File: src/dllc_consts.svh
`ifndef DLLC_CONSTS_SVH
`define DLLC_CONSTS_SVH
// Notes on behaviour
// - Cleaner window field picks one of four windows
// - Cleaner phase error inside window increments counter
// - Cleaner lock after 14-bit count; zero reserved
// - Synth phase error inside window increments counter
// - Synth lock after 14-bit count; zero reserved
// - DAC update clock divides cleaner detector clock
// - Synth pump hiz overrides gain; gain selects current
// - Cleaner pump hiz overrides; gain selects current
// - Synth polarity bit; internal oscillator needs negative
// - Cleaner polarity bit selects slope
// - Doubler bit doubles synth phase detector reference
// - Feedback path delay is code times step
// - Reference path delay is code times step
// - Fourth-pole resistor codes 0-4; 5-7 reserved
// - Third-pole resistor codes 0-4; 5-7 reserved

// ----------------------------------------------------------------
// Register indices
// ----------------------------------------------------------------
`define DLLC_ADDR_W            5
`define DLLC_REG_FILTER_DELAY  5'h18
`define DLLC_REG_DAC_LOCK      5'h19
`define DLLC_REG_SYNTH_PUMP    5'h1A
`define DLLC_REG_CLEANER_PUMP  5'h1B

// ----------------------------------------------------------------
// Reset values
// ----------------------------------------------------------------
`define DLLC_RST_FILTER_DELAY  32'h0000_0000
`define DLLC_RST_DAC_LOCK      32'h0040_0040
`define DLLC_RST_SYNTH_PUMP    32'h8000_0040
`define DLLC_RST_CLEANER_PUMP  32'h0000_0000

// ----------------------------------------------------------------
// Field positions
// ----------------------------------------------------------------
`define DLLC_THIRD_CAP_MSB     27
`define DLLC_THIRD_CAP_LSB     24
`define DLLC_FOURTH_RES_MSB    22
`define DLLC_FOURTH_RES_LSB    20
`define DLLC_THIRD_RES_MSB     18
`define DLLC_THIRD_RES_LSB     16
`define DLLC_FB_DELAY_MSB      14
`define DLLC_FB_DELAY_LSB      12
`define DLLC_REF_DELAY_MSB     10
`define DLLC_REF_DELAY_LSB     8
`define DLLC_WINDOW_MSB        7
`define DLLC_WINDOW_LSB        6
`define DLLC_DAC_DIV_MSB       31
`define DLLC_DAC_DIV_LSB       22
`define DLLC_COUNT_MSB         19
`define DLLC_COUNT_LSB         6
`define DLLC_SYNTH_WINDOW_MSB  31
`define DLLC_SYNTH_WINDOW_LSB  30
`define DLLC_DOUBLER_BIT       29
`define DLLC_POLARITY_BIT      28
`define DLLC_GAIN_MSB          27
`define DLLC_GAIN_LSB          26
`define DLLC_HIZ_BIT           5

// ----------------------------------------------------------------
// Analog settings
// ----------------------------------------------------------------
`define DLLC_DELAY_STEP_PS     11'd205
`define DLLC_SYNTH_WINDOW_CODE 2'h2
`endif

File: src/dllc_pkg.sv
package dllc_pkg;
    typedef enum logic [1:0]
    {
        LD_IDLE  = 2'b00,
        LD_COUNT = 2'b01,
        LD_LOCK  = 2'b11
    } dllc_lock_state_t;
endpackage

File: src/dllc_top.sv
`include "dllc_consts.svh"

module dllc_top
    import dllc_pkg::*;
#(
    parameter int CNT_W = 14,
    parameter int DIV_W = 10
)
(
    // Clock and reset
    input  wire logic        clk_sys,
    input  wire logic        reset,
    // Register write and read port from the serial front end
    input  wire logic        reg_wr_en,
    input  wire logic [4:0]  reg_addr,
    input  wire logic [31:0] reg_wr_data,
    output logic [31:0]      reg_rd_data,
    // Phase detector pins of the cleaner loop
    input  wire logic        cleaner_pd_clk,
    input  wire logic [3:0]  cleaner_window_hit,
    // Phase detector pins of the synthesizer loop
    input  wire logic        synth_pd_clk,
    input  wire logic [3:0]  synth_window_hit,
    // Lock indications
    output logic             cleaner_lock,
    output logic             synth_lock,
    // Holdover DAC update
    output logic             dac_update,
    // Charge pump controls
    output logic             cleaner_pump_drive_en,
    output logic [11:0]      cleaner_pump_current_ua,
    output logic             cleaner_pump_polarity,
    output logic             synth_pump_drive_en,
    output logic [11:0]      synth_pump_current_ua,
    output logic             synth_pump_polarity,
    output logic             reference_doubler_enable,
    // Zero-delay path delays
    output logic [10:0]      feedback_path_delay_ps,
    output logic [10:0]      reference_path_delay_ps,
    // Loop filter selections
    output logic [5:0]       third_pole_capacitor_pf,
    output logic [14:0]      fourth_pole_resistor_ohm,
    output logic [14:0]      third_pole_resistor_ohm
);

    // ----------------------------------------------------------------
    // Lookup functions
    // ----------------------------------------------------------------
    function automatic logic [14:0] resistor_ohm(input logic [2:0] code);
        unique case (code)
            3'h0:    resistor_ohm = 15'd200;
            3'h1:    resistor_ohm = 15'd1000;
            3'h2:    resistor_ohm = 15'd2000;
            3'h3:    resistor_ohm = 15'd4000;
            3'h4:    resistor_ohm = 15'd16000;
            default: resistor_ohm = 15'h0000;
        endcase
    endfunction

    function automatic logic [10:0] path_delay_ps(input logic [2:0] code);
        path_delay_ps = 11'(code * `DLLC_DELAY_STEP_PS);
    endfunction

    function automatic logic [5:0] capacitor_pf(input logic [3:0] code);
        unique case (code)
            4'h0:    capacitor_pf = 6'd10;
            4'h1:    capacitor_pf = 6'd11;
            4'h2:    capacitor_pf = 6'd15;
            4'h3:    capacitor_pf = 6'd16;
            4'h4:    capacitor_pf = 6'd19;
            4'h5:    capacitor_pf = 6'd20;
            4'h6:    capacitor_pf = 6'd24;
            4'h7:    capacitor_pf = 6'd25;
            4'h8:    capacitor_pf = 6'd29;
            4'h9:    capacitor_pf = 6'd30;
            4'hA:    capacitor_pf = 6'd33;
            4'hB:    capacitor_pf = 6'd34;
            4'hC:    capacitor_pf = 6'd38;
            4'hD:    capacitor_pf = 6'd39;
            default: capacitor_pf = 6'h00;
        endcase
    endfunction

    // ----------------------------------------------------------------
    // Configuration registers
    // ----------------------------------------------------------------
    logic [31:0] loop_filter_delay_window_cfg;
    logic [31:0] dac_clock_and_lock_count_cfg;
    logic [31:0] synth_loop_charge_pump_cfg;
    logic [31:0] cleaner_loop_charge_pump_cfg;
    logic [31:0] next_filter_cfg;
    logic [31:0] next_dac_cfg;
    logic [31:0] next_synth_cfg;
    logic [31:0] next_cleaner_cfg;
    logic [31:0] next_rd_data;

    always_comb
    begin
        next_filter_cfg  = loop_filter_delay_window_cfg;
        next_dac_cfg     = dac_clock_and_lock_count_cfg;
        next_synth_cfg   = synth_loop_charge_pump_cfg;
        next_cleaner_cfg = cleaner_loop_charge_pump_cfg;
        if (reg_wr_en)
        begin
            unique case (reg_addr)
                `DLLC_REG_FILTER_DELAY: next_filter_cfg  = reg_wr_data;
                `DLLC_REG_DAC_LOCK:     next_dac_cfg     = reg_wr_data;
                `DLLC_REG_SYNTH_PUMP:   next_synth_cfg   = reg_wr_data;
                `DLLC_REG_CLEANER_PUMP: next_cleaner_cfg = reg_wr_data;
                default:                next_rd_data     = reg_rd_data;
            endcase
        end
        unique case (reg_addr)
            `DLLC_REG_FILTER_DELAY: next_rd_data = loop_filter_delay_window_cfg;
            `DLLC_REG_DAC_LOCK:     next_rd_data = dac_clock_and_lock_count_cfg;
            `DLLC_REG_SYNTH_PUMP:   next_rd_data = synth_loop_charge_pump_cfg;
            `DLLC_REG_CLEANER_PUMP: next_rd_data = cleaner_loop_charge_pump_cfg;
            default:                next_rd_data = 32'h0000_0000;
        endcase
    end

    always_ff @(posedge clk_sys or posedge reset)
    begin
        if (reset)
        begin
            loop_filter_delay_window_cfg <= `DLLC_RST_FILTER_DELAY;
            dac_clock_and_lock_count_cfg <= `DLLC_RST_DAC_LOCK;
            synth_loop_charge_pump_cfg   <= `DLLC_RST_SYNTH_PUMP;
            cleaner_loop_charge_pump_cfg <= `DLLC_RST_CLEANER_PUMP;
            reg_rd_data                  <= 32'h0000_0000;
        end
        else
        begin
            loop_filter_delay_window_cfg <= next_filter_cfg;
            dac_clock_and_lock_count_cfg <= next_dac_cfg;
            synth_loop_charge_pump_cfg   <= next_synth_cfg;
            cleaner_loop_charge_pump_cfg <= next_cleaner_cfg;
            reg_rd_data                  <= next_rd_data;
        end
    end

    // ----------------------------------------------------------------
    // Pin synchronisers and detector clock edges
    // ----------------------------------------------------------------
    logic [9:0] sync_a;
    logic [9:0] sync_b;
    logic [1:0] clk_last;
    logic       cleaner_tick;
    logic       synth_tick;

    always_ff @(posedge clk_sys or posedge reset)
    begin
        if (reset)
        begin
            sync_a   <= 10'h000;
            sync_b   <= 10'h000;
            clk_last <= 2'h0;
        end
        else
        begin
            sync_a   <= {synth_pd_clk, cleaner_pd_clk,
                         synth_window_hit, cleaner_window_hit};
            sync_b   <= sync_a;
            clk_last <= sync_b[9:8];
        end
    end

    assign cleaner_tick = sync_b[8] & ~clk_last[0];
    assign synth_tick   = sync_b[9] & ~clk_last[1];

    // ----------------------------------------------------------------
    // Lock detectors
    // ----------------------------------------------------------------
    // cleaner window select
    dllc_lock_detect #(.CNT_W(CNT_W)) u_cleaner_detect
    (
        .clk_sys    (clk_sys),
        .reset      (reset),
        .pd_tick    (cleaner_tick),
        .window_hit (sync_b[3:0]),
        .window_sel (loop_filter_delay_window_cfg[`DLLC_WINDOW_MSB:
                                                  `DLLC_WINDOW_LSB]),
        .lock_count (dac_clock_and_lock_count_cfg[`DLLC_COUNT_MSB:
                                                  `DLLC_COUNT_LSB]),
        .locked     (cleaner_lock),
        .count      ()
    );

    dllc_lock_detect #(.CNT_W(CNT_W)) u_synth_detect
    (
        .clk_sys    (clk_sys),
        .reset      (reset),
        .pd_tick    (synth_tick),
        .window_hit (sync_b[7:4]),
        .window_sel (synth_loop_charge_pump_cfg[`DLLC_SYNTH_WINDOW_MSB:
                                                `DLLC_SYNTH_WINDOW_LSB]),
        .lock_count (synth_loop_charge_pump_cfg[`DLLC_COUNT_MSB:
                                                `DLLC_COUNT_LSB]),
        .locked     (synth_lock),
        .count      ()
    );

    // ----------------------------------------------------------------
    // Holdover DAC update divider
    // ----------------------------------------------------------------
    logic [DIV_W-1:0] dac_div_count;
    logic [DIV_W-1:0] next_dac_div_count;
    logic             next_dac_update;
    logic [DIV_W-1:0] dac_divisor;

    assign dac_divisor = dac_clock_and_lock_count_cfg[`DLLC_DAC_DIV_MSB:
                                                      `DLLC_DAC_DIV_LSB];

    always_comb
    begin
        next_dac_div_count = dac_div_count;
        next_dac_update    = 1'b0;
        if (cleaner_tick && dac_divisor != '0)
        begin
            if (dac_div_count + 1'b1 >= dac_divisor)
            begin
                next_dac_div_count = '0;
                next_dac_update    = 1'b1;
            end
            else
            begin
                next_dac_div_count = dac_div_count + 1'b1;
            end
        end
    end

    always_ff @(posedge clk_sys or posedge reset)
    begin
        if (reset)
        begin
            dac_div_count <= '0;
            dac_update    <= 1'b0;
        end
        else
        begin
            dac_div_count <= next_dac_div_count;
            dac_update    <= next_dac_update;
        end
    end

    // ----------------------------------------------------------------
    // Analog controls
    // ----------------------------------------------------------------
    logic        synth_hiz;
    logic        cleaner_hiz;
    logic [1:0]  synth_gain;
    logic [1:0]  cleaner_gain;
    logic [11:0] next_synth_ua;
    logic [11:0] next_cleaner_ua;

    assign synth_hiz    = synth_loop_charge_pump_cfg[`DLLC_HIZ_BIT];
    assign cleaner_hiz  = cleaner_loop_charge_pump_cfg[`DLLC_HIZ_BIT];
    assign synth_gain   = synth_loop_charge_pump_cfg[`DLLC_GAIN_MSB:
                                                     `DLLC_GAIN_LSB];
    assign cleaner_gain = cleaner_loop_charge_pump_cfg[`DLLC_GAIN_MSB:
                                                       `DLLC_GAIN_LSB];

    always_comb
    begin
        unique case (synth_gain)
            2'h0: next_synth_ua = 12'd100;
            2'h1: next_synth_ua = 12'd400;
            2'h2: next_synth_ua = 12'd1600;
            2'h3: next_synth_ua = 12'd3200;
        endcase
        if (synth_hiz)
        begin
            next_synth_ua = 12'h000;
        end
        unique case (cleaner_gain)
            2'h0: next_cleaner_ua = 12'd100;
            2'h1: next_cleaner_ua = 12'd200;
            2'h2: next_cleaner_ua = 12'd400;
            2'h3: next_cleaner_ua = 12'd1600;
        endcase
        if (cleaner_hiz)
        begin
            next_cleaner_ua = 12'h000;
        end
    end

    always_ff @(posedge clk_sys or posedge reset)
    begin
        if (reset)
        begin
            synth_pump_drive_en      <= 1'b0;
            synth_pump_current_ua    <= 12'h000;
            cleaner_pump_drive_en    <= 1'b0;
            cleaner_pump_current_ua  <= 12'h000;
            synth_pump_polarity      <= 1'b0;
            cleaner_pump_polarity    <= 1'b0;
            reference_doubler_enable <= 1'b0;
            feedback_path_delay_ps   <= 11'h000;
            reference_path_delay_ps  <= 11'h000;
            third_pole_capacitor_pf  <= 6'h00;
            fourth_pole_resistor_ohm <= 15'h0000;
            third_pole_resistor_ohm  <= 15'h0000;
        end
        else
        begin
            synth_pump_drive_en      <= ~synth_hiz;
            synth_pump_current_ua    <= next_synth_ua;
            cleaner_pump_drive_en    <= ~cleaner_hiz;
            cleaner_pump_current_ua  <= next_cleaner_ua;
            synth_pump_polarity      <=
                synth_loop_charge_pump_cfg[`DLLC_POLARITY_BIT];
            cleaner_pump_polarity    <=
                cleaner_loop_charge_pump_cfg[`DLLC_POLARITY_BIT];
            reference_doubler_enable <=
                synth_loop_charge_pump_cfg[`DLLC_DOUBLER_BIT];
            feedback_path_delay_ps   <= path_delay_ps(
                loop_filter_delay_window_cfg[`DLLC_FB_DELAY_MSB:
                                             `DLLC_FB_DELAY_LSB]);
            reference_path_delay_ps  <= path_delay_ps(
                loop_filter_delay_window_cfg[`DLLC_REF_DELAY_MSB:
                                             `DLLC_REF_DELAY_LSB]);
            third_pole_capacitor_pf  <= capacitor_pf(
                loop_filter_delay_window_cfg[`DLLC_THIRD_CAP_MSB:
                                             `DLLC_THIRD_CAP_LSB]);
            fourth_pole_resistor_ohm <= resistor_ohm(
                loop_filter_delay_window_cfg[`DLLC_FOURTH_RES_MSB:
                                             `DLLC_FOURTH_RES_LSB]);
            third_pole_resistor_ohm  <= resistor_ohm(
                loop_filter_delay_window_cfg[`DLLC_THIRD_RES_MSB:
                                             `DLLC_THIRD_RES_LSB]);
        end
    end

endmodule

File: src/dllc_lock_detect.sv
`include "dllc_consts.svh"

module dllc_lock_detect
    import dllc_pkg::*;
#(
    parameter int CNT_W = 14
)
(
    // Clock and reset
    input  wire logic             clk_sys,
    input  wire logic             reset,
    // Phase detector events, already synchronised
    input  wire logic             pd_tick,
    input  wire logic [3:0]       window_hit,
    // Configuration
    input  wire logic [1:0]       window_sel,
    input  wire logic [CNT_W-1:0] lock_count,
    // Status
    output logic                  locked,
    output logic [CNT_W-1:0]      count
);

    dllc_lock_state_t state;
    dllc_lock_state_t next_state;
    logic [CNT_W-1:0] next_count;
    logic             next_locked;
    logic [CNT_W:0]   count_inc;

    // ----------------------------------------------------------------
    // Qualification counter
    // ----------------------------------------------------------------
    always_comb
    begin
        next_state  = state;
        next_count  = count;
        count_inc   = {1'b0, count} + {{CNT_W{1'b0}}, 1'b1};
        if (pd_tick)
        begin
            if (window_hit[window_sel] && lock_count != '0)
            begin
                if (count_inc >= {1'b0, lock_count})
                begin
                    next_state = LD_LOCK;
                    next_count = lock_count;
                end
                else
                begin
                    next_state = LD_COUNT;
                    next_count = count_inc[CNT_W-1:0];
                end
            end
            else
            begin
                next_state = LD_IDLE;
                next_count = '0;
            end
        end
        next_locked = (next_state == LD_LOCK);
    end

    always_ff @(posedge clk_sys or posedge reset)
    begin
        if (reset)
        begin
            state  <= LD_IDLE;
            count  <= '0;
            locked <= 1'b0;
        end
        else
        begin
            state  <= next_state;
            count  <= next_count;
            locked <= next_locked;
        end
    end

endmodule

File: config.mk
export PLATFORM = sky130hd
export DESIGN_NAME = dllc_top
export DESIGN_NICKNAME = d
export VERILOG_FILES = /design/src/dllc_pkg.sv /design/src/dllc_top.sv /design/src/dllc_lock_detect.sv
export VERILOG_INCLUDE_DIRS = /design/src
export SDC_FILE = /design/constraint.sdc
export NUM_CORES = 1
export LEC_CHECK = 0
export BUFFER_PORTS_ARGS = -buffer_cell sky130_fd_sc_hd__buf_2
export CAP_MARGIN = 0
export CORE_AREA = 2 2 130 182
export CTS_BUF_LIST = sky130_fd_sc_hd__clkbuf_4 sky130_fd_sc_hd__clkbuf_8 sky130_fd_sc_hd__clkbuf_16
export DETAILED_ROUTE_END_ITERATION = 8
export DIE_AREA = 0 0 132 184
export PLACE_DENSITY = 0.81
export SYNTH_ARGS = -nofsm -noshare
export SYNTH_HDL_FRONTEND = slang
export SYNTH_SLANG_ARGS = --single-unit
File: constraint.sdc
create_clock -name clk_sys -period 25.2 [get_ports clk_sys]
set_input_delay 5.04 -clock clk_sys [delete_from_list [all_inputs] [get_ports clk_sys]]
set_output_delay 5.04 -clock clk_sys [all_outputs]
set_load 0.03 [all_outputs]
==> metrics.txt <==
status=finished, final reports clean; max-slew violation count=0; Final setup viols=0; DR pass1 iterations=8; Clock Latency Late Sink=0.55 ns; Slew Limit Headroom=28.68%; All-Layer GR Usage=approximately a quarter; Seq/Total Area, Yosys=54.66%; post-synthesis area per instance=11.84 sq um; leakage=roughly 7.6 nW; grt total ovfl=0; FILL cells=1,585; crit path DAT=roughly 7.3 ns; CTS Hold Buffers Added=0; core area=0.02253 sq mm; Slew @ Worst Pin=1.070 ns; f_max=between 100 and 150 MHz; Vias/cell=5.997; CTS tree=done; #FFs+latches synth=between 200 and 300; FFs w/ async S/R, synth=100.0%; share of cells above drive strength 1=27.46%; RSZ-0062 raised after global routing=no; ys flop type=dfrtp_1; clk buf depth=3; Row Count=65; CP Max Fanout=32; area of the mapped netlist=0.01342 sq mm; total CTS buffers=27; Final nets=around 1,400; Avg WL per Cell=between 15 and 20 microns; CP Class=in2reg; total negative slack=0 ns; number of top-level pins=approximately 170; design area=0.01528 sq mm; placed inst area=0.01433 sq mm; vias in the first global route=9,439; Post-synth EDFFs=0; largest net degree at the start of global routing=164; clock root buffer=clkbuf_16; Initial Utilization=59.58%; CP Launch Type=input pin; final hold viol count=0; clock transition at the registers of the reported paths=0.06 ns; period utilisation layout=27.42%; total setup buffers inserted after CTS=0; HPWL after DPL=20,740 microns; Placer Congestion=0.8965; initial antenna violation count=2; CP Capture Type=flip-flop; Mapped Cells=1,134; max_cap viols=0; clock sink count=approximately 290; clock skew=0.01012 ns; Die H=184 microns; Die Width=~130 microns; critical path required time=approximately 26 ns; synth unique cells=65; H-Tree Depth=1; Port Buffers=157; Final min period=6.910 ns; HP Class=reg2reg; DRC=0; Starting DRT DRC Count=roughly 670; first-pass GRT wire length=49,820 microns; VDD IR max=approximately 0.000053 V; PostCTS Resize Cnt=0; Die ar.=~0.024 sq mm; Antenna Violating Nets Remaining=0; DR vias=about 9,500; YS warnings=0; Pwr Density=between 90 and 100 mW/mm^2; Area Overhead vs Synth=13.82%; Total Wirelength=30,870 microns; setup ws final=18.29 ns; pre-CTS WS=~18 ns
[where the power goes]
| group | switching, mW | internal, mW | total (mW) |
|---|---|---|---|
| Sequential | 0.0718 | 0.558 | 0.630 |
| Clock | 0.174 | 0.257 | 0.432 |
| Combinational | 0.217 | 0.123 | 0.340 |
| Total | 0.463 | 0.938 | 1.40 |
[registers in the layout (all words and copies together) (netlist names), 2 cells and up]
register / count
cleaner_loop_charge_pump_cfg: 32
dac_clock_and_lock_count_cfg: 32
loop_filter_delay_window_cfg: 32
reg_rd_data: 32
synth_loop_charge_pump_cfg: 32
u_cleaner_detect.count: 14
u_synth_detect.count: 14
feedback_path_delay_ps: 11
reference_path_delay_ps: 11
dac_div_count: 10
fourth_pole_resistor_ohm: 10
sync_a: 10
sync_b: 10
third_pole_resistor_ohm: 10
synth_pump_current_ua: 7
cleaner_pump_current_ua: 6
third_pole_capacitor_pf: 6
clk_last: 2
u_cleaner_detect.state: 2
u_synth_detect.state: 2
[logic make-up after synthesis]
| logic type | share of synthesized area (%) |
|---|---|
| buffers and inverters | 4.493 |
| flip-flops | 54.66 |
| XOR/XNOR | 2.479 |
| other | 0.02794 |
| multiplexers | 9.638 |
| AO/OA/AOI/OAI | 11.36 |
| AND/OR/NAND/NOR | 10.70 |
| adder cells (fa/ha/maj) | 6.637 |
[worst paths after layout]
path                                           start                                to  slack [ns]  depth (start not counted)
max                                      reg_addr[2]  loop_filter_delay_window_cfg[26]       18.29                          7
min                                        sync_a[1]                         sync_b[1]        0.35                          0
max reg2reg                u_cleaner_detect.count[0]         u_cleaner_detect.count[8]       21.31                         11
min reg2reg                                sync_a[1]                         sync_b[1]        0.35                          0
max in group asynchronous                      reset                   reg_rd_data[19]       18.97                          3
min in group asynchronous                      reset       fourth_pole_resistor_ohm[4]        4.76                          2
[Yosys cell counts, types with 15 or more instances]
| cell type | n | area [sq um] |
|---|---|---|
| mux2_2 | 106 | 1194 |
| xor2_1 | 20 | 175.2 |
| ha_1 | 68 | 850.8 |
| a221o_1 | 17 | 170.2 |
| xnor2_1 | 18 | 157.7 |
| buf_4 | 21 | 157.7 |
| o21ai_0 | 53 | 265.3 |
| a22o_1 | 15 | 131.4 |
| clkbuf_1 | 40 | 150.1 |
| a22oi_1 | 32 | 240.2 |
| nor2b_1 | 17 | 106.4 |
| inv_1 | 54 | 202.7 |
| nor2_1 | 35 | 131.4 |
| a21oi_1 | 25 | 125.1 |
| nand3_1 | 19 | 95.09 |
| dfrtp_1 | 289 | 7232 |
| nand2_1 | 102 | 382.9 |
| nand4_1 | 18 | 112.6 |
[critical path: stages]
cell and delay (ns):
buf_2 0.10, and3b_1 0.29, nor3b_2 0.21, buf_4 0.40, nand2_1 0.55, buf_4 0.42, mux2_2 0.31
[metrics by stage]
stage                     hold slack [ns]  utilization, %  instances  power, mW
after global placement             0.3315           63.60       1537     0.9563
after detailed placement           0.3347           63.60       1537     0.9724
final                              0.3475           67.82       1584      1.401
after CTS                          0.3494           67.81       1583      1.407
after floorplan                    0.3312               -       1147     0.8751
after global routing               0.3539           67.82       1584      1.470
[layout by cell type (no fill, tap or decap), types with 5 or more instances in the layout]
cell / instances
nand4_1: 18
ha_1: 68
mux2_2: 106
buf_4: 10
nor2b_1: 17
xnor2_1: 18
a22oi_1: 32
o21ai_0: 53
a22o_1: 15
nand3_1: 19
a21o_1: 11
or2_2: 6
nor4_1: 10
inv_1: 53
nor3b_1: 8
a211oi_1: 6
clkbuf_8: 5
and3_1: 14
nand3b_1: 5
buf_2: 157
a221o_1: 17
a32oi_1: 6
xor2_1: 20
conb_1: 14
and2_1: 12
nand2b_1: 5
dfrtp_1: 289
o311ai_1: 6
clkbuf_16: 27
nand2_1: 102
a21oi_1: 25
nor3_1: 13
nor2_1: 33
o311ai_0: 10
[cell type report]
| cell class | count | area [sq um] | share of cell area (%) |
|---|---|---|---|
| clock inverter | 10 | 173.9 | 1.138 |
| tap | 301 | 376.6 | 2.465 |
| timing repair buffer | 167 | 860.8 | 5.634 |
| inverter | 54 | 210.2 | 1.376 |
| sequential | 293 | 7337 | 48.02 |
| multi-input combinational | 722 | 5543 | 36.28 |
| clock buffer | 36 | 774.5 | 5.069 |
| antenna | 1 | 2.502 | 0.01638 |
[metal layers]
layer	share of wire, %	vias up	global-route usage, %
met2	51	350	45.06
met5	0.036	-	0
met4	4.3	2	11.48
met1	39	4786	31.75
li1	-	4280	-
met3	5.2	82	3.309
Power figures use the tool's default switching activity.
